==> src/rtl/dlc_pkg.sv <==
// Package: register map, field layouts and reset values for the DAC load/clear/limit block
package dlc_pkg;
    localparam int DLC_NUM_DAC = 12;
    localparam int DLC_NUM_AUX = 4;
    localparam int DLC_DW = 12;
    localparam int DLC_CLR_LSB = 3;
    // Register indices; byte address is index times four
    localparam logic [7:0] DLC_IDX_HW_CLR_MASK1 = 8'h57;
    localparam logic [7:0] DLC_IDX_LOAD_CFG = 8'h58;
    localparam logic [7:0] DLC_IDX_RANGE_SEL = 8'h59;
    localparam logic [7:0] DLC_IDX_AUX_LIMIT_BASE = 8'h5A;
    localparam logic [7:0] DLC_IDX_LT_UPPER = 8'h62;
    localparam logic [7:0] DLC_IDX_LT_LOWER = 8'h63;
    localparam logic [7:0] DLC_IDX_SW_CLEAR = 8'h55;
    localparam logic [7:0] DLC_IDX_DEV_CTRL = 8'h70;
    localparam logic [7:0] DLC_IDX_IRQ_STATUS = 8'h71;
    localparam logic [7:0] DLC_IDX_IRQ_MASK = 8'h72;
    localparam logic [7:0] DLC_IDX_DAC_DATA_BASE = 8'h80;
    localparam logic [7:0] DLC_IDX_DAC_OUT_BASE = 8'h90;
    localparam logic [7:0] DLC_IDX_DIFF_MODE = 8'h73;
    localparam logic [7:0] DLC_IDX_AUX_DATA_BASE = 8'h74;
    localparam logic [7:0] DLC_IDX_ALARM_CLR_EN = 8'h78;
    localparam int DLC_LOAD_BIT = 0;
    localparam logic [15:0] DLC_RST_ZERO = 16'h0000;
    localparam logic [11:0] DLC_RST_LT_UPPER = 12'h7FF;
    localparam logic [11:0] DLC_RST_LT_LOWER = 12'h800;
    localparam logic [11:0] DLC_RST_AUX_UPPER = 12'hFFF;
    localparam logic [11:0] DLC_RST_AUX_LOWER = 12'h000;
    localparam logic [1:0] DLC_RESP_OKAY = 2'b00;
    localparam logic [1:0] DLC_RESP_SLVERR = 2'b10;
endpackage : dlc_pkg

==> src/rtl/dlc_regs.sv <==
// DAC load, clear and alarm-window register bank behind an AXI4-Lite slave
// Operation
// - Pin-one clear mask bit set forces that DAC clear while clear_pin_one_n is low.
// - Sync-load bit 0: data write updates latch immediately; load pulse ignored.
// - Sync-load bit 1: data write updates register only; load pulse copies to latch.
// - Writing one to load bit in device control register makes internal load pulse.
// - Untouched channels are not reloaded; latch updates reach output at once.
// - Non-auto DAC mode ignores sync-load bit and always loads asynchronously.
// - Pin, alarm or software clear forces DACs clear regardless of sync-load.
// - Range bit 1 selects gain five, 0 selects gain two.
// - Aux inputs and the local temperature sensor each have upper and lower limit registers.
// - Aux result outside its window sets its out-of-range flag.
// - Single-ended compares unsigned; differential pairs signed using channel 0 and 2 limits.
// - Upper four bits of limit registers read zero and ignore writes.
// - Local temperature upper limit resets to 07FFh.
// - Software clear bit one forces DAC clear; zero restores operation.
`timescale 1ns/1ps
`default_nettype none
module dlc_regs
    import dlc_pkg::*;
#(
    parameter int NUM_DAC = DLC_NUM_DAC
) (
    input wire logic aclk,
    input wire logic aresetn,
    input wire logic [9:0] s_axi_awaddr,
    input wire logic s_axi_awvalid,
    output logic s_axi_awready,
    input wire logic [31:0] s_axi_wdata,
    input wire logic [3:0] s_axi_wstrb,
    input wire logic s_axi_wvalid,
    output logic s_axi_wready,
    output logic [1:0] s_axi_bresp,
    output logic s_axi_bvalid,
    input wire logic s_axi_bready,
    input wire logic [9:0] s_axi_araddr,
    input wire logic s_axi_arvalid,
    output logic s_axi_arready,
    output logic [31:0] s_axi_rdata,
    output logic [1:0] s_axi_rresp,
    output logic s_axi_rvalid,
    input wire logic s_axi_rready,
    input wire logic clear_pin_one_n,
    input wire logic [NUM_DAC-1:0] alarm_clear_req,
    input wire logic [2*NUM_DAC-1:0] dac_mode,
    input wire logic [DLC_NUM_AUX*DLC_DW-1:0] aux_result,
    input wire logic [DLC_NUM_AUX-1:0] aux_result_valid,
    output logic [NUM_DAC*DLC_DW-1:0] dac_out,
    output logic [NUM_DAC-1:0] dac_clear,
    output logic [NUM_DAC-1:0] range_select_bit,
    output logic [DLC_NUM_AUX-1:0] aux_out_of_range_flag,
    output logic irq
);
    logic aw_held, w_held;
    logic [7:0] aw_idx;
    logic [31:0] wdata_q;
    logic [3:0] wstrb_q;
    logic [15:0] hw_clear_mask_pin1, dac_load_config, dac_range_select, software_clear_reg;
    logic [3:0] diff_mode, alarm_clr_en;
    logic [11:0] local_temp_upper_limit, local_temp_lower_limit;
    logic [11:0] aux_input_upper_limit [DLC_NUM_AUX];
    logic [11:0] aux_input_lower_limit [DLC_NUM_AUX];
    logic [11:0] dac_data [NUM_DAC];
    logic [11:0] dac_latch [NUM_DAC];
    logic [DLC_NUM_AUX-1:0] irq_status, irq_mask;
    logic [DLC_NUM_AUX-1:0] window_bad;
    logic [NUM_DAC-1:0] clear_now;
    logic internal_load_pulse;

    logic next_aw_held, next_w_held, next_bvalid, next_rvalid, next_irq;
    logic next_awready, next_wready, next_arready;
    logic [7:0] next_aw_idx;
    logic [31:0] next_wdata_q, next_rdata;
    logic [3:0] next_wstrb_q;
    logic [1:0] next_bresp, next_rresp;
    logic [15:0] next_hw_clear_mask_pin1, next_dac_load_config, next_dac_range_select;
    logic [15:0] next_software_clear_reg;
    logic [3:0] next_diff_mode, next_alarm_clr_en;
    logic [11:0] next_lt_upper, next_lt_lower;
    logic [11:0] next_aux_upper [DLC_NUM_AUX];
    logic [11:0] next_aux_lower [DLC_NUM_AUX];
    logic [11:0] next_dac_data [NUM_DAC];
    logic [11:0] next_dac_latch [NUM_DAC];
    logic [DLC_NUM_AUX-1:0] next_irq_status, next_irq_mask, next_flag;
    logic [NUM_DAC-1:0] next_dac_clear;
    logic [NUM_DAC*DLC_DW-1:0] next_dac_out;
    logic do_write, do_read, wr_hit;
    logic [11:0] wr12;

    // Window comparison per aux input; differential pairs use the even channel limits
    always_comb begin
        for (int i = 0; i < DLC_NUM_AUX; i++) begin
            int lim;
            logic pair;
            logic [11:0] v;
            lim = i;
            pair = diff_mode[i & 2];
            v = aux_result[i*DLC_DW +: DLC_DW];
            if (pair) begin
                lim = i & 2;
            end
            if (pair) begin
                window_bad[i] = ($signed(v) > $signed(aux_input_upper_limit[lim])) ||
                                ($signed(v) < $signed(aux_input_lower_limit[lim]));
            end else begin
                window_bad[i] = (v > aux_input_upper_limit[lim]) ||
                                (v < aux_input_lower_limit[lim]);
            end
            // Upper not above lower keeps the alarm asserted
            if (pair ? ($signed(aux_input_upper_limit[lim]) <= $signed(aux_input_lower_limit[lim]))
                     : (aux_input_upper_limit[lim] <= aux_input_lower_limit[lim])) begin
                window_bad[i] = 1'b1;
            end
        end
    end

    always_comb begin
        do_write = aw_held && w_held && !s_axi_bvalid;
        do_read = s_axi_arvalid && s_axi_arready;
        wr12 = wdata_q[11:0];
        internal_load_pulse = do_write && aw_idx == DLC_IDX_DEV_CTRL && wstrb_q[0] &&
                              wdata_q[DLC_LOAD_BIT];
        for (int c = 0; c < NUM_DAC; c++) begin
            clear_now[c] = (hw_clear_mask_pin1[c+DLC_CLR_LSB] && !clear_pin_one_n) ||
                           software_clear_reg[c+DLC_CLR_LSB] ||
                           alarm_clear_req[c] ||
                           (alarm_clr_en[0] && (|(irq_status & window_bad)));
        end
    end

    always_comb begin
        next_aw_held = aw_held;
        next_w_held = w_held;
        next_aw_idx = aw_idx;
        next_wdata_q = wdata_q;
        next_wstrb_q = wstrb_q;
        next_bvalid = s_axi_bvalid && !s_axi_bready;
        next_bresp = s_axi_bresp;
        next_rvalid = s_axi_rvalid && !s_axi_rready;
        next_rresp = s_axi_rresp;
        next_rdata = s_axi_rdata;
        next_hw_clear_mask_pin1 = hw_clear_mask_pin1;
        next_dac_load_config = dac_load_config;
        next_dac_range_select = dac_range_select;
        next_software_clear_reg = software_clear_reg;
        next_diff_mode = diff_mode;
        next_alarm_clr_en = alarm_clr_en;
        next_lt_upper = local_temp_upper_limit;
        next_lt_lower = local_temp_lower_limit;
        next_aux_upper = aux_input_upper_limit;
        next_aux_lower = aux_input_lower_limit;
        next_dac_data = dac_data;
        next_dac_latch = dac_latch;
        next_irq_mask = irq_mask;
        next_irq_status = irq_status;
        wr_hit = 1'b1;
        if (s_axi_awvalid && s_axi_awready) begin
            next_aw_held = 1'b1;
            next_aw_idx = s_axi_awaddr[9:2];
        end
        if (s_axi_wvalid && s_axi_wready) begin
            next_w_held = 1'b1;
            next_wdata_q = s_axi_wdata;
            next_wstrb_q = s_axi_wstrb;
        end
        if (do_write) begin
            next_aw_held = 1'b0;
            next_w_held = 1'b0;
            next_bvalid = 1'b1;
            if (wstrb_q[1:0] == 2'b11) begin
                unique case (aw_idx)
                    DLC_IDX_HW_CLR_MASK1: next_hw_clear_mask_pin1 = {1'b0, wdata_q[14:3], 3'h0};
                    DLC_IDX_LOAD_CFG: next_dac_load_config = {4'h0, wr12};
                    DLC_IDX_RANGE_SEL: next_dac_range_select = {4'h0, wr12};
                    DLC_IDX_SW_CLEAR: next_software_clear_reg = {1'b0, wdata_q[14:3], 3'h0};
                    DLC_IDX_LT_UPPER: next_lt_upper = wr12;
                    DLC_IDX_LT_LOWER: next_lt_lower = wr12;
                    DLC_IDX_DEV_CTRL: ;
                    DLC_IDX_IRQ_STATUS: next_irq_status = irq_status & ~wdata_q[3:0];
                    DLC_IDX_IRQ_MASK: next_irq_mask = wdata_q[3:0];
                    DLC_IDX_DIFF_MODE: next_diff_mode = wdata_q[3:0];
                    DLC_IDX_ALARM_CLR_EN: next_alarm_clr_en = wdata_q[3:0];
                    default: begin
                        if (aw_idx >= DLC_IDX_AUX_LIMIT_BASE && aw_idx < DLC_IDX_AUX_LIMIT_BASE + 8'h08) begin
                            if (aw_idx[0] == DLC_IDX_AUX_LIMIT_BASE[0]) begin
                                next_aux_upper[2'((aw_idx - DLC_IDX_AUX_LIMIT_BASE) >> 1)] = wr12;
                            end else begin
                                next_aux_lower[2'((aw_idx - DLC_IDX_AUX_LIMIT_BASE) >> 1)] = wr12;
                            end
                        end else if (aw_idx >= DLC_IDX_DAC_DATA_BASE &&
                                     aw_idx < DLC_IDX_DAC_DATA_BASE + 8'(NUM_DAC)) begin
                            next_dac_data[4'(aw_idx - DLC_IDX_DAC_DATA_BASE)] = wr12;
                            // Immediate load unless sync-load in auto mode
                            if (!dac_load_config[4'(aw_idx - DLC_IDX_DAC_DATA_BASE)] ||
                                dac_mode[2*(4'(aw_idx - DLC_IDX_DAC_DATA_BASE)) +: 2] != 2'b00) begin
                                next_dac_latch[4'(aw_idx - DLC_IDX_DAC_DATA_BASE)] = wr12;
                            end
                        end else begin
                            wr_hit = 1'b0;
                        end
                    end
                endcase
            end
            next_bresp = wr_hit ? DLC_RESP_OKAY : DLC_RESP_SLVERR;
        end
        if (internal_load_pulse) begin
            for (int c = 0; c < NUM_DAC; c++) begin
                if (dac_load_config[c] && dac_mode[2*c +: 2] == 2'b00) begin
                    next_dac_latch[c] = dac_data[c];
                end
            end
        end
        // Set wins over clear
        next_irq_status = next_irq_status | (window_bad & aux_result_valid);
        if (do_read) begin
            next_rvalid = 1'b1;
            next_rresp = DLC_RESP_OKAY;
            next_rdata = 32'h0000_0000;
            unique case (s_axi_araddr[9:2])
                DLC_IDX_HW_CLR_MASK1: next_rdata[15:0] = hw_clear_mask_pin1;
                DLC_IDX_LOAD_CFG: next_rdata[15:0] = dac_load_config;
                DLC_IDX_RANGE_SEL: next_rdata[15:0] = dac_range_select;
                DLC_IDX_SW_CLEAR: next_rdata[15:0] = software_clear_reg;
                DLC_IDX_LT_UPPER: next_rdata[11:0] = local_temp_upper_limit;
                DLC_IDX_LT_LOWER: next_rdata[11:0] = local_temp_lower_limit;
                DLC_IDX_DEV_CTRL: next_rdata = 32'h0000_0000;
                DLC_IDX_IRQ_STATUS: next_rdata[3:0] = irq_status;
                DLC_IDX_IRQ_MASK: next_rdata[3:0] = irq_mask;
                DLC_IDX_DIFF_MODE: next_rdata[3:0] = diff_mode;
                DLC_IDX_ALARM_CLR_EN: next_rdata[3:0] = alarm_clr_en;
                default: begin
                    if (s_axi_araddr[9:2] >= DLC_IDX_AUX_LIMIT_BASE &&
                        s_axi_araddr[9:2] < DLC_IDX_AUX_LIMIT_BASE + 8'h08) begin
                        if (s_axi_araddr[2] == DLC_IDX_AUX_LIMIT_BASE[0]) begin
                            next_rdata[11:0] = aux_input_upper_limit[2'((s_axi_araddr[9:2] - DLC_IDX_AUX_LIMIT_BASE) >> 1)];
                        end else begin
                            next_rdata[11:0] = aux_input_lower_limit[2'((s_axi_araddr[9:2] - DLC_IDX_AUX_LIMIT_BASE) >> 1)];
                        end
                    end else if (s_axi_araddr[9:2] >= DLC_IDX_DAC_DATA_BASE &&
                                 s_axi_araddr[9:2] < DLC_IDX_DAC_DATA_BASE + 8'(NUM_DAC)) begin
                        next_rdata[11:0] = dac_data[4'(s_axi_araddr[9:2] - DLC_IDX_DAC_DATA_BASE)];
                    end else if (s_axi_araddr[9:2] >= DLC_IDX_DAC_OUT_BASE &&
                                 s_axi_araddr[9:2] < DLC_IDX_DAC_OUT_BASE + 8'(NUM_DAC)) begin
                        next_rdata[11:0] = dac_latch[4'(s_axi_araddr[9:2] - DLC_IDX_DAC_OUT_BASE)];
                    end else begin
                        next_rresp = DLC_RESP_SLVERR;
                    end
                end
            endcase
        end
        for (int c = 0; c < NUM_DAC; c++) begin
            next_dac_clear[c] = clear_now[c];
            next_dac_out[c*DLC_DW +: DLC_DW] = clear_now[c] ? 12'h000 : next_dac_latch[c];
        end
        next_flag = next_irq_status;
        next_irq = |(next_irq_status & next_irq_mask);
        next_awready = !next_aw_held && !next_bvalid;
        next_wready = !next_w_held && !next_bvalid;
        next_arready = !next_rvalid;
    end

    always_ff @(posedge aclk) begin
        if (!aresetn) begin
            aw_held <= 1'b0;
            w_held <= 1'b0;
            aw_idx <= 8'h00;
            wdata_q <= 32'h0000_0000;
            wstrb_q <= 4'h0;
            s_axi_bvalid <= 1'b0;
            s_axi_bresp <= DLC_RESP_OKAY;
            s_axi_rvalid <= 1'b0;
            s_axi_rresp <= DLC_RESP_OKAY;
            s_axi_rdata <= 32'h0000_0000;
            s_axi_awready <= 1'b1;
            s_axi_wready <= 1'b1;
            s_axi_arready <= 1'b1;
            hw_clear_mask_pin1 <= DLC_RST_ZERO;
            dac_load_config <= DLC_RST_ZERO;
            dac_range_select <= DLC_RST_ZERO;
            software_clear_reg <= DLC_RST_ZERO;
            diff_mode <= 4'h0;
            alarm_clr_en <= 4'h0;
            local_temp_upper_limit <= DLC_RST_LT_UPPER;
            local_temp_lower_limit <= DLC_RST_LT_LOWER;
            for (int i = 0; i < DLC_NUM_AUX; i++) begin
                aux_input_upper_limit[i] <= DLC_RST_AUX_UPPER;
                aux_input_lower_limit[i] <= DLC_RST_AUX_LOWER;
            end
            for (int c = 0; c < NUM_DAC; c++) begin
                dac_data[c] <= 12'h000;
                dac_latch[c] <= 12'h000;
            end
            irq_status <= 4'h0;
            irq_mask <= 4'h0;
            aux_out_of_range_flag <= 4'h0;
            dac_clear <= '0;
            dac_out <= '0;
            irq <= 1'b0;
        end else begin
            aw_held <= next_aw_held;
            w_held <= next_w_held;
            aw_idx <= next_aw_idx;
            wdata_q <= next_wdata_q;
            wstrb_q <= next_wstrb_q;
            s_axi_bvalid <= next_bvalid;
            s_axi_bresp <= next_bresp;
            s_axi_rvalid <= next_rvalid;
            s_axi_rresp <= next_rresp;
            s_axi_rdata <= next_rdata;
            s_axi_awready <= next_awready;
            s_axi_wready <= next_wready;
            s_axi_arready <= next_arready;
            hw_clear_mask_pin1 <= next_hw_clear_mask_pin1;
            dac_load_config <= next_dac_load_config;
            dac_range_select <= next_dac_range_select;
            software_clear_reg <= next_software_clear_reg;
            diff_mode <= next_diff_mode;
            alarm_clr_en <= next_alarm_clr_en;
            local_temp_upper_limit <= next_lt_upper;
            local_temp_lower_limit <= next_lt_lower;
            aux_input_upper_limit <= next_aux_upper;
            aux_input_lower_limit <= next_aux_lower;
            dac_data <= next_dac_data;
            dac_latch <= next_dac_latch;
            irq_status <= next_irq_status;
            irq_mask <= next_irq_mask;
            aux_out_of_range_flag <= next_flag;
            dac_clear <= next_dac_clear;
            dac_out <= next_dac_out;
            irq <= next_irq;
        end
    end

    always_comb begin
        range_select_bit = dac_range_select[NUM_DAC-1:0];
    end

    a_pin_clear: assert property (@(posedge aclk) disable iff (!aresetn)
        (!clear_pin_one_n && hw_clear_mask_pin1[DLC_CLR_LSB]) |=> dac_clear[0])
        else $error("pin clear not applied");
    a_sw_clear: assert property (@(posedge aclk) disable iff (!aresetn)
        software_clear_reg[DLC_CLR_LSB] |=> (dac_clear[0] && dac_out[11:0] == 12'h000))
        else $error("software clear not applied");
    a_sync_hold: assert property (@(posedge aclk) disable iff (!aresetn)
        (!internal_load_pulse && dac_load_config[1] && dac_mode[3:2] == 2'b00)
        |=> dac_latch[1] == $past(dac_latch[1]))
        else $error("sync latch changed without load");
    a_load_copy: assert property (@(posedge aclk) disable iff (!aresetn)
        (internal_load_pulse && dac_load_config[1] && dac_mode[3:2] == 2'b00)
        |=> dac_latch[1] == $past(dac_data[1]))
        else $error("load pulse did not copy");
    a_out_follow: assert property (@(posedge aclk) disable iff (!aresetn)
        !clear_now[0] |=> dac_out[11:0] == dac_latch[0])
        else $error("output not following latch");
    a_lt_reset: assert property (@(posedge aclk)
        !aresetn |=> local_temp_upper_limit == 12'h7FF)
        else $error("local upper limit reset wrong");
    a_bad_window: assert property (@(posedge aclk) disable iff (!aresetn)
        (aux_result_valid[0] && window_bad[0]) |=> aux_out_of_range_flag[0])
        else $error("alarm flag not set");
    a_range_map: assert property (@(posedge aclk) disable iff (!aresetn)
        range_select_bit == dac_range_select[NUM_DAC-1:0] && dac_range_select[15:12] == 4'h0)
        else $error("range select mismatch");
endmodule : dlc_regs
`default_nettype wire

==> config.mk <==
export PLATFORM = sky130hd
export DESIGN_NAME = dlc_regs
export DESIGN_NICKNAME = d
export VERILOG_FILES = /design/src/rtl/dlc_pkg.sv /design/src/rtl/dlc_regs.sv
export SDC_FILE = /design/constraint.sdc
export NUM_CORES = 2
export LEC_CHECK = 0
export BUFFER_PORTS_ARGS = -buffer_cell sky130_fd_sc_hd__buf_4
export CAP_MARGIN = 20
export CORE_MARGIN = 1
export CORE_UTILIZATION = 54
export DETAILED_ROUTE_END_ITERATION = 16
export HOLD_SLACK_MARGIN = 0.03
export PLACE_DENSITY = 0.76
export SYNTH_ARGS = -nofsm -noshare
export SYNTH_HDL_FRONTEND = slang
export SYNTH_SLANG_ARGS = --single-unit
export TNS_END_PERCENT = 50
==> constraint.sdc <==
create_clock -name aclk -period 4.3 [get_ports aclk]
set_clock_uncertainty 0.15 [all_clocks]
set_input_delay 0 -clock aclk [delete_from_list [all_inputs] [get_ports aclk]]
set_output_delay 0 -clock aclk [all_outputs]
set_load 0.005 [all_outputs]
# [Yosys cells after proc, flatten, opt, wreduce, memory -nomap -nowiden]
# Index checks and enable logic that the tools add are counted.
# Widths: inputs -> output; s select.
[classes] addsub=5 order_cmp=44 eq_ne=23 n_shift=1 muxes=96 n_bitwise=17 n_reduce_logical=139
[op_table] cell="$mux 144" count=7
[op_table] cell="$mux 12" count=34
[op_table] cell="$bwmux 144" count=2
[op_table] cell="$eq 8x7->1 const B" count=22
[op_table] cell="$bmux 12 s2" count=6
[op_table] cell="$bmux 12 s4" count=2
[op_table] cell="$bwmux 48" count=2
[op_table] cell="$gt 12x12->1" count=8
[op_table] cell="$le 12x12->1" count=8
[op_table] cell="$lt 12x12->1" count=8
[op_table] cell="$ge 32x3->1 const B" count=2
[op_table] cell="$pmux 8 s7" count=1
[op_table] cell="$demux 12 s4" count=1
[op_table] cell="$logic_or 1x1->1" count=45
[op_table] cell="$logic_and 1x1->1" count=44
[op_table] cell="$pmux 4 s11" count=1
[op_table] cell="$not 1->32" count=1
[op_table] cell="$not 2->32" count=1
[op_table] cell="$mux 1" count=26
[op_table] cell="$demux 12 s2" count=1
[op_table] cell="$ge 8x8->1 const B" count=3
[op_table] cell="$logic_not 2->1" count=12
[op_table] cell="$lt 8x8->1 const B" count=3
[op_table] cell="$mux 4" count=6
[op_table] cell="28 further kinds" count=79
[word_totals] register_bits=681 in_bits=152 output_inout_bits=214 wordCells=394

# [Logic depth before layout (Yosys ltp)]
[logic_depth] word_depth=15 mapped_depth=18

# [Worst setup path before layout]
# OpenSTA, ideal clock, no wires.
[synth_timing] path_kind="register to register" from="register diff_mode[0]" to="register dac_out[13]" setup_ns=0.075 arrival_time_ns=3.924 required_time_ns=4.075 slack_ns=0.150 path_stages_with_launch=17 n_path_buf=5 path_cell_list="dfxtp_1 -> clkbuf_1 -> clkbuf_1 -> mux2i_1 -> inv_1 -> ha_1 -> nand4_1 -> nor2_1 -> a2111oi_0 -> a211o_1 -> or4_1 -> a222oi_1 -> a21boi_1 -> buf_2 -> buf_6 -> buf_6 -> nor3b_2"
[synth_via] elab_chain_len=14
[synth_rtl] element="from (decl)" line_no="dlc_regs.sv:59" rtl="logic [3:0] diff_mode, alarm_clr_en;"
[synth_rtl] element="from (signal assigned)" line_no="dlc_regs.sv:317" rtl="diff_mode <= next_diff_mode;"
[synth_rtl] element="$mux 1" line_no="dlc_regs.sv:99" rtl="if (pair) begin"
[synth_rtl] element="$not 1->32 (not written as such)"
[synth_rtl] element="$bmux 12 s2, on equally long branches"
[synth_rtl] element="$mux 12, on equally long branches (2 in a row)"
[synth_rtl] element="$gt 12x12->1, or another cell as far along" line_no="dlc_regs.sv:106" rtl="window_bad[i] = (v > aux_input_upper_limit[lim]) ||"
[synth_rtl] element="$logic_or 1x1->1, on equally long branches" line_no="dlc_regs.sv:106, dlc_regs.sv:103"
[synth_rtl] element="$mux 1" line_no="dlc_regs.sv:102" rtl="if (pair) begin"
[synth_rtl] element="$mux 1" line_no="dlc_regs.sv:110" rtl="if (pair ? ($signed(aux_input_upper_limit[lim]) <= $signed(aux_input_lower_limit[lim]))"
[synth_rtl] element="$and 4x4->4 (*)" line_no="dlc_regs.sv:127" rtl="(alarm_clr_en[0] && (|(irq_status & window_bad)));"
[synth_rtl] element="$reduce_or 4->1 (*)" line_no="dlc_regs.sv:127"
[synth_rtl] element="$logic_and 1x1->1 (*)" line_no="dlc_regs.sv:127"
[synth_rtl] element="$logic_or 1x1->1 (*)" line_no="dlc_regs.sv:126" rtl="alarm_clear_req[c] ||"
[synth_rtl] element="$reduce_or 2->1 (no source line) (*)"
[synth_rtl] element="to (signal assigned)" line_no="dlc_regs.sv:329" rtl="dac_out <= next_dac_out;"
[synth_rtl] element="to (decl)" line_no="dlc_regs.sv:48" rtl="output logic [NUM_DAC*DLC_DW-1:0] dac_out,"
# Mark *: on every way between the ends. The rest lies on a longest branch, timed or not. The select of a mux whose other input is x is not followed.
# A chain may end at the register's enable or synchronous reset.

# [Worst setup path in the final report]
[layout_timing] from="register diff_mode[0]" to="register dac_out[41]"
# Same word-level chain as after synthesis.

==> results_dict.tcl <==
set metrics [dict create \
    worst_skew_pair.late_latency_ps 620 \
    timing.final.crit_share 0.964 \
    globalplace.congestion 0.991 \
    layout.cells.most_common_list "dfxtp_1, nand2_1, buf_4" \
    synthesis.area_sq_mm 0.0338 \
    post-cts-setup-buffers 0 \
    worst_setup_path_start_kind "register" \
    floorplan.initialDensity 0.547 \
    antenna_found_initial 3 \
    residual_overflow_from_global_routing 0 \
    design_area_sq_mm 0.0407 \
    dpl.cell_count 4469 \
    drt-initial-drc-count 3125 \
    dr.pass1.iters 6 \
    grt_pass1_wl_microns 170000 \
    dpl-instance-area_sq_mm 0.0371 \
    synth_to_final_area_change_pct 20.5 \
    netlist.area_leader.share 0.402 \
    placement.io_buffers 323 \
    cellPowerDensity_mw_per_mm2 346 \
    vias 28700 \
    syn-instance-count 3481 \
    finish.utilization 0.659 \
    cell_variety_after_synth 71 \
    worst_ep_arrival_time_ps 4510 \
    ys_seq_area_frac 0.402 \
    finalNetCount 4102 \
    tightest_slew_ps 1210 \
    tritoncts "yes" \
    syn_avg_cell_area_sq_um 9.70 \
    num_io_pins 366 \
    post-route-drc-count 0 \
    finalWorstPathRequiredPeriod_ps 4140 \
    count_of_filler_cells_inserted_in_the_layout 4816 \
    dominantRegCellSynth "dfxtp_1" \
    htree_num_levels 3 \
    die_w_microns 252 \
    drtAntennaViolNets 0 \
    non_filler_cells_in_the_finished_layout 4701 \
    cell_types_with_the_largest_area_share_after_synthesis "dfxtp_1, mux2i_1, mux4_2, ha_1, nand2_1" \
    finalHoldViolations 0 \
    post_drt_via_cell_ratio 6.11 \
    final_max_slew_viol_count 0 \
    synth_area_leader_cell "dfxtp_1" \
    max_clock_freq_ghz 0.241 \
    fp.dieH_microns 252 \
    synthesis_stage_register_bit_count 678 \
    clock_pin_slew_of_the_registers_on_the_worst_case_setup_and_hold_paths_ps 60 \
    cts-root-buf "clkbuf_16" \
    wire_length_after_detailed_routing_microns 113000 \
    coreArea_sq_mm 0.0617 \
    worstPathMaxFanout 19 \
    outcome "complete, no violations" \
    setup_repair_after_global_routing_missed_its_margin "false" \
    numClockSinks 678 \
    setup_viol 0 \
    synth_enable_flop_cells 0 \
    vdd_ir_drop_max_v 0.000261 \
    grtUsageTotal 0.350 \
    hold_path_class "in2reg" \
    dp_hpwl_microns 78300 \
    number_of_global_route_vias_before_repair 27600 \
    mostFrequentLayoutCell "dfxtp_1" \
    timing.critical_path.to_type "register" \
    crit_type "reg2reg" \
    largest_registers "dac_data: 144 flops, dac_latch: 144 flops, dac_out: 144 flops" \
    static-leakage-power_nw 17.4 \
    max-clock-path-buffers 3 \
    max-cap-violations 0 \
    grt_start_max_net_pins 117 \
    fp-row-count 91 \
    wire_per_inst_microns 24.1 \
    layout_cell_share_with_drive_strength_beyond_1 0.197 \
    max-slew-margin-rel 0.194 \
    worst-endpoint-required_ps 4660 \
    total_neg_setup_slack_ps 0 \
    fp.dieArea_sq_mm 0.0635 \
    proportion_of_synthesized_flip_flops_having_asynchronous_set_or_reset 0 \
    yosys_warnings 0 \
    cts_made_buffers 72 \
]
[worst max-delay path, cell delays in order, from the launching register on]
cell and delay (ps):
dfxtp_1 410, buf_12 210, buf_4 180, mux2i_2 250, inv_1 80, ha_1 310, nand4_1 100, nor2_1 100
a2111oi_0 90, a211o_1 240, or4_4 580, a222oi_1 380, buf_4 200, a21boi_4 60, buf_12 160, buf_4 190
nor3b_1 300
[synth_stat cells, drive strengths merged, types with 11 or more instances]
library cell  number
ha               141
nand4             27
clkbuf           223
o211ai            11
o21ai            139
nor2              65
nor2b            187
nor3              27
a21boi           125
o22ai             13
mux2i            425
buf               82
a211o             15
a221oi            28
nor3b            156
nand2            448
a21oi            110
dfxtp            678
mux4             100
o211a             60
nand2b            12
a21o              31
nand3            137
inv              121
[logic make-up (layout without fill, tap and decap cells)]
kind of cell / Yosys count / after routing / share of synthesized area
mux: 528 / 528 / 0.194
simple gates: 1110 / 1110 / 0.178
compound gates: 597 / 597 / 0.122
flops: 678 / 678 / 0.402
buf+inv: 426 / 789 / 0.0523
other cells: 1 / 21 / 0.000111
fa+ha+maj: 141 / 141 / 0.0523
[final timing paths]
check,from,end,slack [ps],cells after the start
max,diff_mode[0],dac_out[41],160,16
min,s_axi_wvalid,wdata_q[6],60,4
max reg2reg,diff_mode[0],dac_out[41],160,16
min reg2reg,dac_data[128],dac_data[128],320,2
[layout make-up]
cell class / count / area, sq um / share of cell area
diodes: 2 / 5.00 / 0.000123
clock buffers: 100 / 2110 / 0.0519
clock inverters: 27 / 428 / 0.0105
inverters: 121 / 454 / 0.0112
multi-input cells: 2395 / 18600 / 0.458
flip-flops and latches: 678 / 13600 / 0.334
well taps: 837 / 1050 / 0.0258
repair buffers: 541 / 4430 / 0.109
[report_power, final]
part           leakage [nW]  total, W  internal (W)  switching, W
sequential             5.48   0.00645       0.00632      0.000126
clock                  1.24   0.00668       0.00400       0.00268
combinational          10.7  0.000937      0.000402      0.000534
total                  17.4    0.0141        0.0107       0.00334
[layer usage]
metal | track usage | up-vias | wire, microns
met5 | 0 | - | 9
met4 | 0.165 | 2 | 5600
met3 | 0.0711 | 293 | 11700
met2 | 0.554 | 1647 | 51200
met1 | 0.458 | 13800 | 44600
li1 | - | 13000 | -
[stage by stage]
step                      power [W]  setup WS, ps  hold WS, ps
after floorplan             0.00702           150        -5.09
after global placement      0.00739           285          108
after detailed placement    0.00740           167          117
after CTS                    0.0140           131         31.7
after global routing         0.0144          18.9          104
final                        0.0141           156         62.4
[repair_timing]
action / 4_1_cts / 5_1_grt
gates resized for setup: 0 / 7
endpoints found under the hold margin: 338 / 0
hold buffers: 100 / 0
endpoints found under the setup margin: 0 / 70
Power figures use the tool's default switching activity.
